**src/design/pwm_host_pkg.sv**
```systemverilog
// Constants, register map and sequencer states of the PWM update controller
package pwm_host_pkg;
	// Compare value width of the timer
	localparam int CMP_W = 16;
	// Register byte offsets on the AXI4-Lite side
	localparam logic [4:0] OFF_PERIOD = 5'h00;
	localparam logic [4:0] OFF_CH1 = 5'h04;
	localparam logic [4:0] OFF_CH2 = 5'h08;
	localparam logic [4:0] OFF_CH3 = 5'h0c;
	localparam logic [4:0] OFF_CTRL = 5'h10;
	localparam logic [4:0] OFF_STATUS = 5'h14;
	// Device compare register selects, also staging memory index
	localparam logic [1:0] SEL_PERIOD = 2'h0;
	localparam logic [1:0] SEL_CH1 = 2'h1;
	localparam logic [1:0] SEL_CH2 = 2'h2;
	localparam logic [1:0] SEL_CH3 = 2'h3;
	// Control field positions
	localparam int CTRL_EN_BIT = 0;
	localparam int CTRL_GO_BIT = 1;
	localparam int CTRL_PER_BIT = 2;
	localparam int CTRL_DUTY23_BIT = 3;
	// Status field positions
	localparam int ST_BUSY_BIT = 0;
	localparam int ST_WAIT_BIT = 1;
	localparam int ST_REFUSED_BIT = 2;
	localparam int ST_RANGE_BIT = 3;
	localparam int ST_RUN_BIT = 4;
	localparam int ST_CH1_SEEN_BIT = 5;
	localparam int ST_PER_SEEN_BIT = 6;
	// Values after reset
	localparam logic [15:0] CMP_RESET = 16'h0000;
	localparam logic [3:0] CTRL_RESET = 4'h0;
	// Read pipeline stages
	localparam logic [1:0] RD_IDLE = 2'h0;
	localparam logic [1:0] RD_ADDR = 2'h1;
	localparam logic [1:0] RD_DATA = 2'h2;
	// AXI responses
	localparam logic [1:0] RESP_OKAY = 2'h0;
	localparam logic [1:0] RESP_SLVERR = 2'h2;
	// Update sequencer
	typedef enum logic [2:0] {
		SEQ_IDLE = 3'b000,
		SEQ_PERIOD = 3'b001,
		SEQ_CH2 = 3'b010,
		SEQ_CH3 = 3'b011,
		SEQ_CH1 = 3'b100,
		SEQ_WAIT = 3'b101
	} seq_state_t;
endpackage : pwm_host_pkg

```
**src/design/pwm_update_host.sv**
```systemverilog
// Controller that stages PWM compare values and loads them into the timer in safe order
`timescale 1ns/1ps
module pwm_update_host #(
	parameter int ADDR_W = 8
) (
	// Clock and reset
	input wire logic aclk,
	input wire logic aresetn,
	// AXI4-Lite write address and data
	input wire logic awvalid,
	output logic awready,
	input wire logic [ADDR_W-1:0] awaddr,
	input wire logic [2:0] awprot,
	input wire logic wvalid,
	output logic wready,
	input wire logic [31:0] wdata,
	input wire logic [3:0] wstrb,
	// AXI4-Lite write response
	output logic bvalid,
	input wire logic bready,
	output logic [1:0] bresp,
	// AXI4-Lite read
	input wire logic arvalid,
	output logic arready,
	input wire logic [ADDR_W-1:0] araddr,
	input wire logic [2:0] arprot,
	output logic rvalid,
	input wire logic rready,
	output logic [31:0] rdata,
	output logic [1:0] rresp,
	// Timer compare register write port
	output logic cmp_wr,
	output logic [1:0] cmp_sel,
	output logic [pwm_host_pkg::CMP_W-1:0] cmp_wdata,
	output logic count_enable,
	// Timer match interrupts
	input wire logic period_match_irq,
	input wire logic chan1_match_irq
);
	localparam int W = pwm_host_pkg::CMP_W;

	initial begin
		if (ADDR_W < 5 || ADDR_W > 32) $error("pwm_update_host: ADDR_W out of range");
	end

	// Register index and decode helpers
	function automatic logic mapped(input logic [ADDR_W-1:0] a);
		mapped = (a >> 5) == '0 && a[4:0] <= pwm_host_pkg::OFF_STATUS && a[1:0] == 2'h0;
	endfunction : mapped

	function automatic logic is_off(input logic [ADDR_W-1:0] a, input logic [4:0] off);
		is_off = (a >> 5) == '0 && a[4:0] == off;
	endfunction : is_off

	function automatic logic [1:0] sel_of(input pwm_host_pkg::seq_state_t s);
		case (s)
			pwm_host_pkg::SEQ_PERIOD: sel_of = pwm_host_pkg::SEL_PERIOD;
			pwm_host_pkg::SEQ_CH2: sel_of = pwm_host_pkg::SEL_CH2;
			pwm_host_pkg::SEQ_CH3: sel_of = pwm_host_pkg::SEL_CH3;
			default: sel_of = pwm_host_pkg::SEL_CH1;
		endcase
	endfunction : sel_of

	logic awready_q, wready_q, bvalid_q, arready_q, rvalid_q;
	logic [1:0] bresp_q, rresp_q;
	logic [31:0] rdata_q;
	logic aw_got_q, w_got_q;
	logic [ADDR_W-1:0] awaddr_q, araddr_q;
	logic [31:0] wdata_q;
	logic [3:0] wstrb_q;
	logic [1:0] rd_ph_q;
	logic [3:0] ctrl_q;
	logic [W-1:0] period_q;
	logic refused_q, range_q, per_seen_q, ch1_seen_q, full_q, start_q, ph_q, duty23_q;
	logic cmp_wr_q, count_enable_q;
	logic [1:0] cmp_sel_q;
	logic [W-1:0] cmp_wdata_q;
	pwm_host_pkg::seq_state_t state_q;
	logic [W-1:0] seq_rdata, bus_rdata;

	// Write and read handshakes
	wire aw_hs = awvalid && awready_q;
	wire w_hs = wvalid && wready_q;
	wire ar_hs = arvalid && arready_q;
	wire do_wr = aw_got_q && w_got_q && !bvalid_q;
	wire wr_ok = do_wr && mapped(awaddr_q);
	wire stage_wr = wr_ok && awaddr_q[4:0] <= pwm_host_pkg::OFF_CH3;
	wire ctrl_wr = wr_ok && is_off(awaddr_q, pwm_host_pkg::OFF_CTRL) && wstrb_q[0];
	wire stat_wr = wr_ok && is_off(awaddr_q, pwm_host_pkg::OFF_STATUS) && wstrb_q[0];
	wire ctrl_dis = ctrl_wr && !wdata_q[pwm_host_pkg::CTRL_EN_BIT];
	wire ctrl_start = ctrl_wr && wdata_q[pwm_host_pkg::CTRL_EN_BIT] && !count_enable_q
		&& state_q == pwm_host_pkg::SEQ_IDLE;
	wire go = ctrl_wr && wdata_q[pwm_host_pkg::CTRL_EN_BIT] && wdata_q[pwm_host_pkg::CTRL_GO_BIT];
	wire go_accept = go && count_enable_q && state_q == pwm_host_pkg::SEQ_IDLE;
	wire per_ok = per_seen_q || (period_match_irq && !cmp_wr_q);
	wire ch1_ok = ch1_seen_q || (chan1_match_irq && !cmp_wr_q) || full_q;
	// Channel value past period plus one, widened so an all-ones period never wraps
	wire chan_over = stage_wr && awaddr_q[3:2] != pwm_host_pkg::SEL_PERIOD && wstrb_q[1:0] == 2'h3
		&& {1'b0, wdata_q[W-1:0]} > ({1'b0, period_q} + 17'h00001);

	// Staging memory: bus writes, sequencer and bus reads on separate ports
	stage_mem #(.WIDTH(W), .DEPTH(4), .AW(2)) u_stage (
		.aclk(aclk),
		.wr_en(stage_wr),
		.wr_addr(awaddr_q[3:2]),
		.wr_be(wstrb_q[1:0]),
		.wr_data(wdata_q[W-1:0]),
		.rd_addr_a(sel_of(state_q)),
		.rd_data_a(seq_rdata),
		.rd_addr_b(araddr_q[3:2]),
		.rd_data_b(bus_rdata)
	);

	// Write channel: address and data accepted in either order
	always_ff @(posedge aclk) begin
		if (!aresetn) begin
			awready_q <= 1'b0;
			wready_q <= 1'b0;
			aw_got_q <= 1'b0;
			w_got_q <= 1'b0;
			bvalid_q <= 1'b0;
			bresp_q <= pwm_host_pkg::RESP_OKAY;
			awaddr_q <= '0;
			wdata_q <= 32'h0000_0000;
			wstrb_q <= 4'h0;
		end else begin
			if (aw_hs) begin
				awaddr_q <= awaddr;
				aw_got_q <= 1'b1;
				awready_q <= 1'b0;
			end else if (!aw_got_q && !bvalid_q) begin
				awready_q <= 1'b1;
			end
			if (w_hs) begin
				wdata_q <= wdata;
				wstrb_q <= wstrb;
				w_got_q <= 1'b1;
				wready_q <= 1'b0;
			end else if (!w_got_q && !bvalid_q) begin
				wready_q <= 1'b1;
			end
			if (do_wr) begin
				aw_got_q <= 1'b0;
				w_got_q <= 1'b0;
				bvalid_q <= 1'b1;
				bresp_q <= mapped(awaddr_q) ? pwm_host_pkg::RESP_OKAY : pwm_host_pkg::RESP_SLVERR;
			end else if (bvalid_q && bready) begin
				bvalid_q <= 1'b0;
			end
		end
	end

	// Read channel: two cycles for the registered memory read
	always_ff @(posedge aclk) begin
		if (!aresetn) begin
			arready_q <= 1'b0;
			araddr_q <= '0;
			rd_ph_q <= pwm_host_pkg::RD_IDLE;
			rvalid_q <= 1'b0;
			rdata_q <= 32'h0000_0000;
			rresp_q <= pwm_host_pkg::RESP_OKAY;
		end else begin
			case (rd_ph_q)
				pwm_host_pkg::RD_IDLE: begin
					if (ar_hs) begin
						araddr_q <= araddr;
						arready_q <= 1'b0;
						rd_ph_q <= pwm_host_pkg::RD_ADDR;
					end else if (!rvalid_q) begin
						arready_q <= 1'b1;
					end
				end
				pwm_host_pkg::RD_ADDR: rd_ph_q <= pwm_host_pkg::RD_DATA;
				pwm_host_pkg::RD_DATA: begin
					rvalid_q <= 1'b1;
					rd_ph_q <= pwm_host_pkg::RD_IDLE;
					rresp_q <= mapped(araddr_q) ? pwm_host_pkg::RESP_OKAY : pwm_host_pkg::RESP_SLVERR;
					if (!mapped(araddr_q)) begin
						rdata_q <= 32'h0000_0000;
					end else if (is_off(araddr_q, pwm_host_pkg::OFF_CTRL)) begin
						rdata_q <= {28'h0000000, ctrl_q};
					end else if (is_off(araddr_q, pwm_host_pkg::OFF_STATUS)) begin
						rdata_q <= {25'h0000000, per_seen_q, ch1_seen_q, count_enable_q, range_q, refused_q,
							state_q == pwm_host_pkg::SEQ_WAIT, state_q != pwm_host_pkg::SEQ_IDLE};
					end else begin
						rdata_q <= {16'h0000, bus_rdata};
					end
				end
				default: rd_ph_q <= pwm_host_pkg::RD_IDLE;
			endcase
			if (rvalid_q && rready) begin
				rvalid_q <= 1'b0;
			end
		end
	end

	// Control register and period copy used for range checks
	always_ff @(posedge aclk) begin
		if (!aresetn) begin
			ctrl_q <= pwm_host_pkg::CTRL_RESET;
			period_q <= pwm_host_pkg::CMP_RESET;
		end else begin
			if (ctrl_wr) begin
				ctrl_q <= {wdata_q[pwm_host_pkg::CTRL_DUTY23_BIT], wdata_q[pwm_host_pkg::CTRL_PER_BIT], 1'b0,
					wdata_q[pwm_host_pkg::CTRL_EN_BIT]};
			end
			if (stage_wr && awaddr_q[3:2] == pwm_host_pkg::SEL_PERIOD) begin
				if (wstrb_q[0]) period_q[7:0] <= wdata_q[7:0];
				if (wstrb_q[1]) period_q[15:8] <= wdata_q[15:8];
			end
		end
	end

	// Sticky flags; a new event wins over a clear in the same cycle
	always_ff @(posedge aclk) begin
		if (!aresetn) begin
			refused_q <= 1'b0;
			range_q <= 1'b0;
		end else begin
			if (go && !go_accept) refused_q <= 1'b1;
			else if (stat_wr && wdata_q[pwm_host_pkg::ST_REFUSED_BIT]) refused_q <= 1'b0;
			if (chan_over) range_q <= 1'b1;
			else if (stat_wr && wdata_q[pwm_host_pkg::ST_RANGE_BIT]) range_q <= 1'b0;
		end
	end

	// Match pulses come a clock late; cleared as channel 1 goes out so no old match frees a wait
	always_ff @(posedge aclk) begin
		if (!aresetn) begin
			per_seen_q <= 1'b0;
			ch1_seen_q <= 1'b0;
		end else if ((state_q == pwm_host_pkg::SEQ_CH1 && ph_q) || (cmp_wr_q && cmp_sel_q == pwm_host_pkg::SEL_CH1)) begin
			per_seen_q <= 1'b0;
			ch1_seen_q <= 1'b0;
		end else if (state_q == pwm_host_pkg::SEQ_WAIT) begin
			if (period_match_irq) per_seen_q <= 1'b1;
			if (chan1_match_irq) ch1_seen_q <= 1'b1;
		end
	end

	// Update sequencer: fetch a staged value, then write it to the timer
	always_ff @(posedge aclk) begin
		if (!aresetn) begin
			state_q <= pwm_host_pkg::SEQ_IDLE;
			ph_q <= 1'b0;
			start_q <= 1'b0;
			duty23_q <= 1'b0;
			full_q <= 1'b0;
			cmp_wr_q <= 1'b0;
			cmp_sel_q <= pwm_host_pkg::SEL_PERIOD;
			cmp_wdata_q <= pwm_host_pkg::CMP_RESET;
			count_enable_q <= 1'b0;
		end else begin
			cmp_wr_q <= 1'b0;
			if (ctrl_dis) begin
				state_q <= pwm_host_pkg::SEQ_IDLE;
				ph_q <= 1'b0;
				count_enable_q <= 1'b0;
			end else begin
				case (state_q)
					pwm_host_pkg::SEQ_IDLE: begin
						if (ctrl_start) begin
							// All four loaded before enable, shadows take them at start
							start_q <= 1'b1;
							state_q <= pwm_host_pkg::SEQ_PERIOD;
						end else if (go_accept) begin
							start_q <= 1'b0;
							duty23_q <= wdata_q[pwm_host_pkg::CTRL_DUTY23_BIT];
							if (wdata_q[pwm_host_pkg::CTRL_PER_BIT]) state_q <= pwm_host_pkg::SEQ_PERIOD;
							else if (wdata_q[pwm_host_pkg::CTRL_DUTY23_BIT]) state_q <= pwm_host_pkg::SEQ_CH2;
							else state_q <= pwm_host_pkg::SEQ_CH1;
						end
					end
					pwm_host_pkg::SEQ_PERIOD, pwm_host_pkg::SEQ_CH2, pwm_host_pkg::SEQ_CH3,
					pwm_host_pkg::SEQ_CH1: begin
						ph_q <= !ph_q;
						if (ph_q) begin
							cmp_wr_q <= 1'b1;
							cmp_sel_q <= sel_of(state_q);
							cmp_wdata_q <= seq_rdata;
							case (state_q)
								pwm_host_pkg::SEQ_PERIOD: state_q <= (start_q || duty23_q) ? pwm_host_pkg::SEQ_CH2
									: pwm_host_pkg::SEQ_CH1;
								pwm_host_pkg::SEQ_CH2: state_q <= pwm_host_pkg::SEQ_CH3;
								pwm_host_pkg::SEQ_CH3: state_q <= pwm_host_pkg::SEQ_CH1;
								default: begin
									// A 100% channel 1 never matches, so only period match is awaited
									full_q <= {1'b0, seq_rdata} == ({1'b0, period_q} + 17'h00001);
									if (start_q) begin
										count_enable_q <= 1'b1;
										state_q <= pwm_host_pkg::SEQ_IDLE;
									end else begin
										state_q <= pwm_host_pkg::SEQ_WAIT;
									end
								end
							endcase
						end
					end
					pwm_host_pkg::SEQ_WAIT: begin
						// Zero duty fires both matches together, which also releases the wait
						if (per_ok && ch1_ok) state_q <= pwm_host_pkg::SEQ_IDLE;
					end
					default: state_q <= pwm_host_pkg::SEQ_IDLE;
				endcase
			end
		end
	end

	// Outputs straight from flops
	assign awready = awready_q;
	assign wready = wready_q;
	assign bvalid = bvalid_q;
	assign bresp = bresp_q;
	assign arready = arready_q;
	assign rvalid = rvalid_q;
	assign rdata = rdata_q;
	assign rresp = rresp_q;
	assign cmp_wr = cmp_wr_q;
	assign cmp_sel = cmp_sel_q;
	assign cmp_wdata = cmp_wdata_q;
	assign count_enable = count_enable_q;

	// Checks on sequencing and the sticky range and refused flags
	AST_CH3_THEN_CH1: assert property (@(posedge aclk) disable iff (!aresetn)
		(cmp_wr_q && cmp_sel_q == pwm_host_pkg::SEL_CH3) ##0 !ctrl_dis[*2] |=> (cmp_wr_q && cmp_sel_q == pwm_host_pkg::SEL_CH1))
		else $error("channel 3 write not closed by channel 1");
	AST_PERIOD_NEXT: assert property (@(posedge aclk) disable iff (!aresetn)
		(cmp_wr_q && cmp_sel_q == pwm_host_pkg::SEL_PERIOD) ##0 !ctrl_dis[*2]
		|=> (cmp_wr_q && (cmp_sel_q == pwm_host_pkg::SEL_CH2 || cmp_sel_q == pwm_host_pkg::SEL_CH1)))
		else $error("period write not followed by channel write");
	AST_CH2_CH3: assert property (@(posedge aclk) disable iff (!aresetn)
		(cmp_wr_q && cmp_sel_q == pwm_host_pkg::SEL_CH2) ##0 !ctrl_dis[*2] |=> (cmp_wr_q && cmp_sel_q == pwm_host_pkg::SEL_CH3))
		else $error("channel 2 write not followed by channel 3");
	AST_QUIET_WAIT: assert property (@(posedge aclk) disable iff (!aresetn)
		(state_q == pwm_host_pkg::SEQ_WAIT && $past(state_q) == pwm_host_pkg::SEQ_WAIT) |-> !cmp_wr_q)
		else $error("compare written while waiting for period match");
	AST_CH1_ARMS_WAIT: assert property (@(posedge aclk) disable iff (!aresetn)
		(cmp_wr_q && cmp_sel_q == pwm_host_pkg::SEL_CH1 && $past(count_enable_q) && !$past(ctrl_dis))
		|-> state_q == pwm_host_pkg::SEQ_WAIT)
		else $error("channel 1 write did not start the wait");
	AST_LEAVE_ON_PERIOD: assert property (@(posedge aclk) disable iff (!aresetn)
		(state_q == pwm_host_pkg::SEQ_IDLE && $past(state_q) == pwm_host_pkg::SEQ_WAIT && !$past(ctrl_dis))
		|-> $past(!cmp_wr_q && (per_seen_q || period_match_irq)))
		else $error("wait left before period match");
	AST_ENABLE_WITH_CH1: assert property (@(posedge aclk) disable iff (!aresetn)
		$rose(count_enable_q) |-> (cmp_wr_q && cmp_sel_q == pwm_host_pkg::SEL_CH1))
		else $error("enable raised without the final channel 1 load");
	AST_START_SPAN: assert property (@(posedge aclk) disable iff (!aresetn)
		(cmp_wr_q && cmp_sel_q == pwm_host_pkg::SEL_PERIOD && !count_enable_q) ##0 !ctrl_dis[*6] |=> count_enable_q)
		else $error("enable not raised six cycles after period load");
	AST_RANGE_FLAG: assert property (@(posedge aclk) disable iff (!aresetn)
		chan_over |=> range_q)
		else $error("out-of-range channel value not flagged");
	AST_REFUSE_FLAG: assert property (@(posedge aclk) disable iff (!aresetn)
		(go && !go_accept) |=> refused_q)
		else $error("refused update not flagged");
	COV_START: cover property (@(posedge aclk) disable iff (!aresetn) $rose(count_enable_q));
	COV_FULL_UPDATE: cover property (@(posedge aclk) disable iff (!aresetn)
		(cmp_wr_q && cmp_sel_q == pwm_host_pkg::SEL_PERIOD && count_enable_q) ##2 (cmp_wr_q && cmp_sel_q == pwm_host_pkg::SEL_CH2));
	COV_WAIT_DONE: cover property (@(posedge aclk) disable iff (!aresetn)
		state_q == pwm_host_pkg::SEQ_WAIT ##1 state_q == pwm_host_pkg::SEQ_IDLE);
	COV_REFUSED: cover property (@(posedge aclk) disable iff (!aresetn) go && !go_accept);
endmodule : pwm_update_host

```
**src/design/stage_mem.sv**
```systemverilog
// Small staging memory: one byte-enabled write port, two registered read ports
`timescale 1ns/1ps
module stage_mem #(
	parameter int WIDTH = 16,
	parameter int DEPTH = 4,
	parameter int AW = 2
) (
	// Clock
	input wire logic aclk,
	// Write port
	input wire logic wr_en,
	input wire logic [AW-1:0] wr_addr,
	input wire logic [WIDTH/8-1:0] wr_be,
	input wire logic [WIDTH-1:0] wr_data,
	// Read ports
	input wire logic [AW-1:0] rd_addr_a,
	output logic [WIDTH-1:0] rd_data_a,
	input wire logic [AW-1:0] rd_addr_b,
	output logic [WIDTH-1:0] rd_data_b
);
	logic [WIDTH-1:0] mem [DEPTH];

	initial begin
		if (WIDTH % 8 != 0 || DEPTH > (1 << AW)) $error("stage_mem: bad geometry");
	end

	// Byte lanes written separately so partial AXI strobes merge in place
	always_ff @(posedge aclk) begin
		for (int i = 0; i < WIDTH / 8; i++) begin
			if (wr_en && wr_be[i]) begin
				mem[wr_addr][i*8 +: 8] <= wr_data[i*8 +: 8];
			end
		end
	end

	// Registered reads
	always_ff @(posedge aclk) begin
		rd_data_a <= mem[rd_addr_a];
		rd_data_b <= mem[rd_addr_b];
	end
endmodule : stage_mem

```
**config.mk**
```make
export PLATFORM = sky130hd
export DESIGN_NAME = pwm_update_host
export DESIGN_NICKNAME = d
export VERILOG_FILES = /design/src/design/pwm_host_pkg.sv /design/src/design/pwm_update_host.sv /design/src/design/stage_mem.sv
export SDC_FILE = /design/constraint.sdc
export NUM_CORES = 1
export LEC_CHECK = 0
export ABC_AREA = 1
export BUFFER_PORTS_ARGS = -buffer_cell sky130_fd_sc_hd__buf_4
export CAP_MARGIN = 10
export CORE_ASPECT_RATIO = 1.5
export CORE_MARGIN = 2
export CORE_UTILIZATION = 45
export DETAILED_ROUTE_END_ITERATION = 12
export PLACE_DENSITY = 0.63
export SLEW_MARGIN = 20
export SYNTH_ARGS = -nofsm -noshare
export SYNTH_HDL_FRONTEND = slang
export SYNTH_SLANG_ARGS = --single-unit
```
**constraint.sdc**
```tcl
create_clock -name aclk -period 3.05 [get_ports aclk]
set_input_delay 0.61 -clock aclk [delete_from_list [all_inputs] [get_ports aclk]]
set_output_delay 0.61 -clock aclk [all_outputs]
set_load 0.03 [all_outputs]
```
==> impl_metrics.tcl <==
set metrics [dict create \
    ir_drop_v 0.000437 \
    io_buffers 85 \
    synthArstFlopShare_pct 0 \
    hold_buffers 0 \
    cts_resized 0 \
    finish.utilization_pct 53.0 \
    cp-start-kind "flip-flop" \
    cp_common_cell "nand2_1" \
    cp_max_fo 4 \
    post-synth-top-area-cell "dfxtp_1" \
    drive_gt1_share_pct 14.7 \
    core_sq_um 20300 \
    clkTransAtPathRegs_ns 0.06 \
    critPathKind "reg -> reg" \
    hold_depth 2 \
    cp_top_family "simple AND/OR/NAND/NOR gates" \
    swShare_pct 31.5 \
    yosys-top-cells-count "nand2_1, dfxtp_1, o21ai_0" \
    antenna_found_initial 0 \
    grt_pass1_wl_um 37200 \
    ys.flop_type "dfxtp_1" \
    synth_edf_count 64 \
    first_pass_iters 4 \
    status "completed" \
    finalSetupViolCount 0 \
    std_cell_rows 64 \
    setup_ws_ns 0.403 \
    cts_tree "done" \
    crit_chain "ha_1 > nand2_1 > nor2_1 > nand2_1 > nor2_1 > nand2_1 > xor2_1 > ha_1 > nand4_1 > nor4_1 > nand2_1 > nand3_1 > a21oi_1" \
    nFillCells 1950 \
    ys_ff_latch 207 \
    dieHeight_um 179 \
    synthCells 1095 \
    dieArea_sq_um 21700 \
    fin_tns_setup_ns 0 \
    synthDistinctLibCells 49 \
    r2r-end "range_q$_SDFFE_PN0P_" \
    r2r_start "period_q[0]$_SDFFE_PN0P_" \
    drc 0 \
    worstPathRequired_ns 3.42 \
    powerDensity_nw_per_um2 707 \
    hpwl_um 17600 \
    netlist_area_sq_um 9220 \
    critPathBufInv 0 \
    min_period_over_period_pct 86.8 \
    initial_utilization_pct 45.5 \
    ys_seq_area_share_pct 51.9 \
    pwr-share-seq_pct 44.1 \
    vias_per_cell 5.10 \
    drt_iter0_markers 545 \
    drv_slew 0 \
    rsz0062_at_grt "false" \
    drv_cap 0 \
    clockBufferDepth 3 \
    finalCriticalPeriod_ns 2.65 \
    routed_wl_um 23900 \
    hp-class "in -> reg" \
    cts_made_buffers 21 \
    fin_skew_ns 0.0172 \
    worstSetupEndpointType "flip-flop" \
    synth_area_leaders "dfxtp_1, edfxtp_1, nand2_1" \
    wl_per_cell_um 16.4 \
    io_pins 128 \
    r2r_setup_slack_ns 0.40 \
    track_usage_pct 22.1 \
    p_sw_uw 2390 \
    arrival_ns 3.01 \
    grt_pass1_vias 7235 \
    fp.dieW_um 121 \
    yosysWarnings 0 \
    yosysMostFrequentCell "nand2_1" \
    holdPathEnd "rvalid$_SDFFE_PP0N_" \
    fin_cells 1459 \
    avgSynthCellArea_sq_um 8.42 \
    nets 1265 \
    vias 7442 \
    cts_root_buf "clkbuf_16" \
    slowest_stage "dfxtp_1" \
    worstMarginPinSlew_ns 0.935 \
    n_antenna_cell 0 \
    ant_nets 0 \
    max_freq_ghz 0.378 \
    clk_latency_ns 0.50 \
    synth_top_area_share_pct 31.1 \
    reg2regPathDepth 13 \
    hold_viol 0 \
    gr-total-overflow 0 \
    cp_slowest_stage_delay_ns 0.39 \
    place_ws_ns 0.436 \
    max_slew_margin_pct 37.6 \
    hp-start "rready" \
    whs_ns 0.298 \
    cts_setup_buffers 0 \
    area_growth_pct 16.5 \
    dp.cells 1422 \
    clock-sinks 207 \
    htreeDepth 1 \
    finalWeightedCongestion 0.925 \
    p_leak_uw 0.00453 \
    grt_max_degree 39 \
    p_comb_share_pct 22.1 \
    clockPowerShare_pct 33.8 \
    p_int_uw 5190 \
]
worst register-to-register path, cell delays in order (launching register included):
cell and delay, ns:
dfxtp_1 0.39, ha_1 0.27, nand2_1 0.13, nor2_1 0.18, nand2_1 0.13, nor2_1 0.14
nand2_1 0.11, xor2_1 0.15, ha_1 0.34, nand4_1 0.11, nor4_1 0.30, nand2_1 0.08
nand3_1 0.13, a21oi_1 0.07
metrics by stage:
stage | total power (uW) | area [sq um]
final | 7590 | 10700
after global routing | 7980 | 10700
after CTS | 7660 | 10700
after detailed placement | 5090 | 10100
after global placement | 5070 | 10100
after floorplan | 4510 | 9280
cell usage in the layout, fill, tap and decap left out, types with 5 or more instances in the layout:
cell type / instances
o21bai_1: 16
a22oi_1: 16
nand4_1: 13
nor2_2: 5
o21ai_1: 11
o21ai_0: 132
dfxtp_1: 143
nand3_1: 52
inv_1: 107
edfxtp_1: 64
buf_4: 103
nand2_1: 189
o211ai_1: 5
nor2_1: 109
ha_1: 17
conb_1: 18
inv_2: 8
nor3_1: 11
nor2_4: 5
nand2_4: 5
clkbuf_16: 22
a21oi_1: 92
cells by family after synthesis:
family                   after synthesis  share of synthesized area (%)
AO/OA/AOI/OAI                        285                           16.9
XOR/XNOR                               4                          0.529
adder cells (fa/ha/maj)               17                           2.31
buffers and inverters                175                           8.47
flip-flops                           207                           51.9
other                                  1                         0.0407
AND/OR/NAND/NOR                      406                           19.8
routing by layer:
layer  GRT usage (%)  vias to the layer above  wire (um)
li1                -                     3813          -
met1            24.4                     3417       9160
met2            40.7                      162      12600
met3            2.93                       50        919
met4            12.2                        0       1220
met5               0                        -          0
cell type report:
class / instances / area, sq um / area share [%]
Clock inverter: 10 / 109 / 1.01
Tap cell: 264 / 330 / 3.08
Sequential cell: 207 / 4780 / 44.6
Multi-Input combinational cell: 730 / 3720 / 34.6
Inverter: 118 / 452 / 4.21
Timing Repair Buffer: 103 / 773 / 7.20
Clock buffer: 27 / 571 / 5.31
state kept, by name, summed over array words and instances (netlist names), 3 cells and up:
| signal | flops |
|---|---|
| u_stage.rd_data_b | 16 |
| period_q | 16 |
| u_stage.mem | 64 |
| ctrl_q | 3 |
| state_q | 3 |
| rdata | 16 |
| awaddr_q | 8 |
| wdata_q | 16 |
| u_stage.rd_data_a | 16 |
| cmp_wdata | 16 |
| araddr_q | 8 |
worst max-delay path by stage:
| stage | start | endpoint | slack [ns] | cells after the start |
|---|---|---|---|---|
| 2_1_floorplan | period_q[0]$_SDFFE_PN0P_ | range_q$_SDFFE_PN0P_ | 0.82 | 15 |
| 3_3_place_gp | period_q[0]$_SDFFE_PN0P_ | range_q$_SDFFE_PN0P_ | 0.48 | 15 |
| 3_5_place_dp | period_q[0]$_SDFFE_PN0P_ | range_q$_SDFFE_PN0P_ | 0.44 | 15 |
| 4_1_cts | period_q[0]$_SDFFE_PN0P_ | range_q$_SDFFE_PN0P_ | 0.40 | 15 |
| 5_1_grt | period_q[0]$_SDFFE_PN0P_ | range_q$_SDFFE_PN0P_ | 0.04 | 13 |
| 6_report | period_q[0]$_SDFFE_PN0P_ | range_q$_SDFFE_PN0P_ | 0.40 | 13 |
power by group through the flow:
stage | Sequential, uW | Clock [uW] | Combinational, uW
2_1_floorplan | 3460 | 0 | 1050
3_3_place_gp | 3400 | 0 | 1670
3_5_place_dp | 3400 | 0 | 1680
4_1_cts | 3350 | 2620 | 1690
5_1_grt | 3370 | 2720 | 1890
6_report | 3340 | 2560 | 1680
No activity file was read; power rests on OpenSTA's default activity.
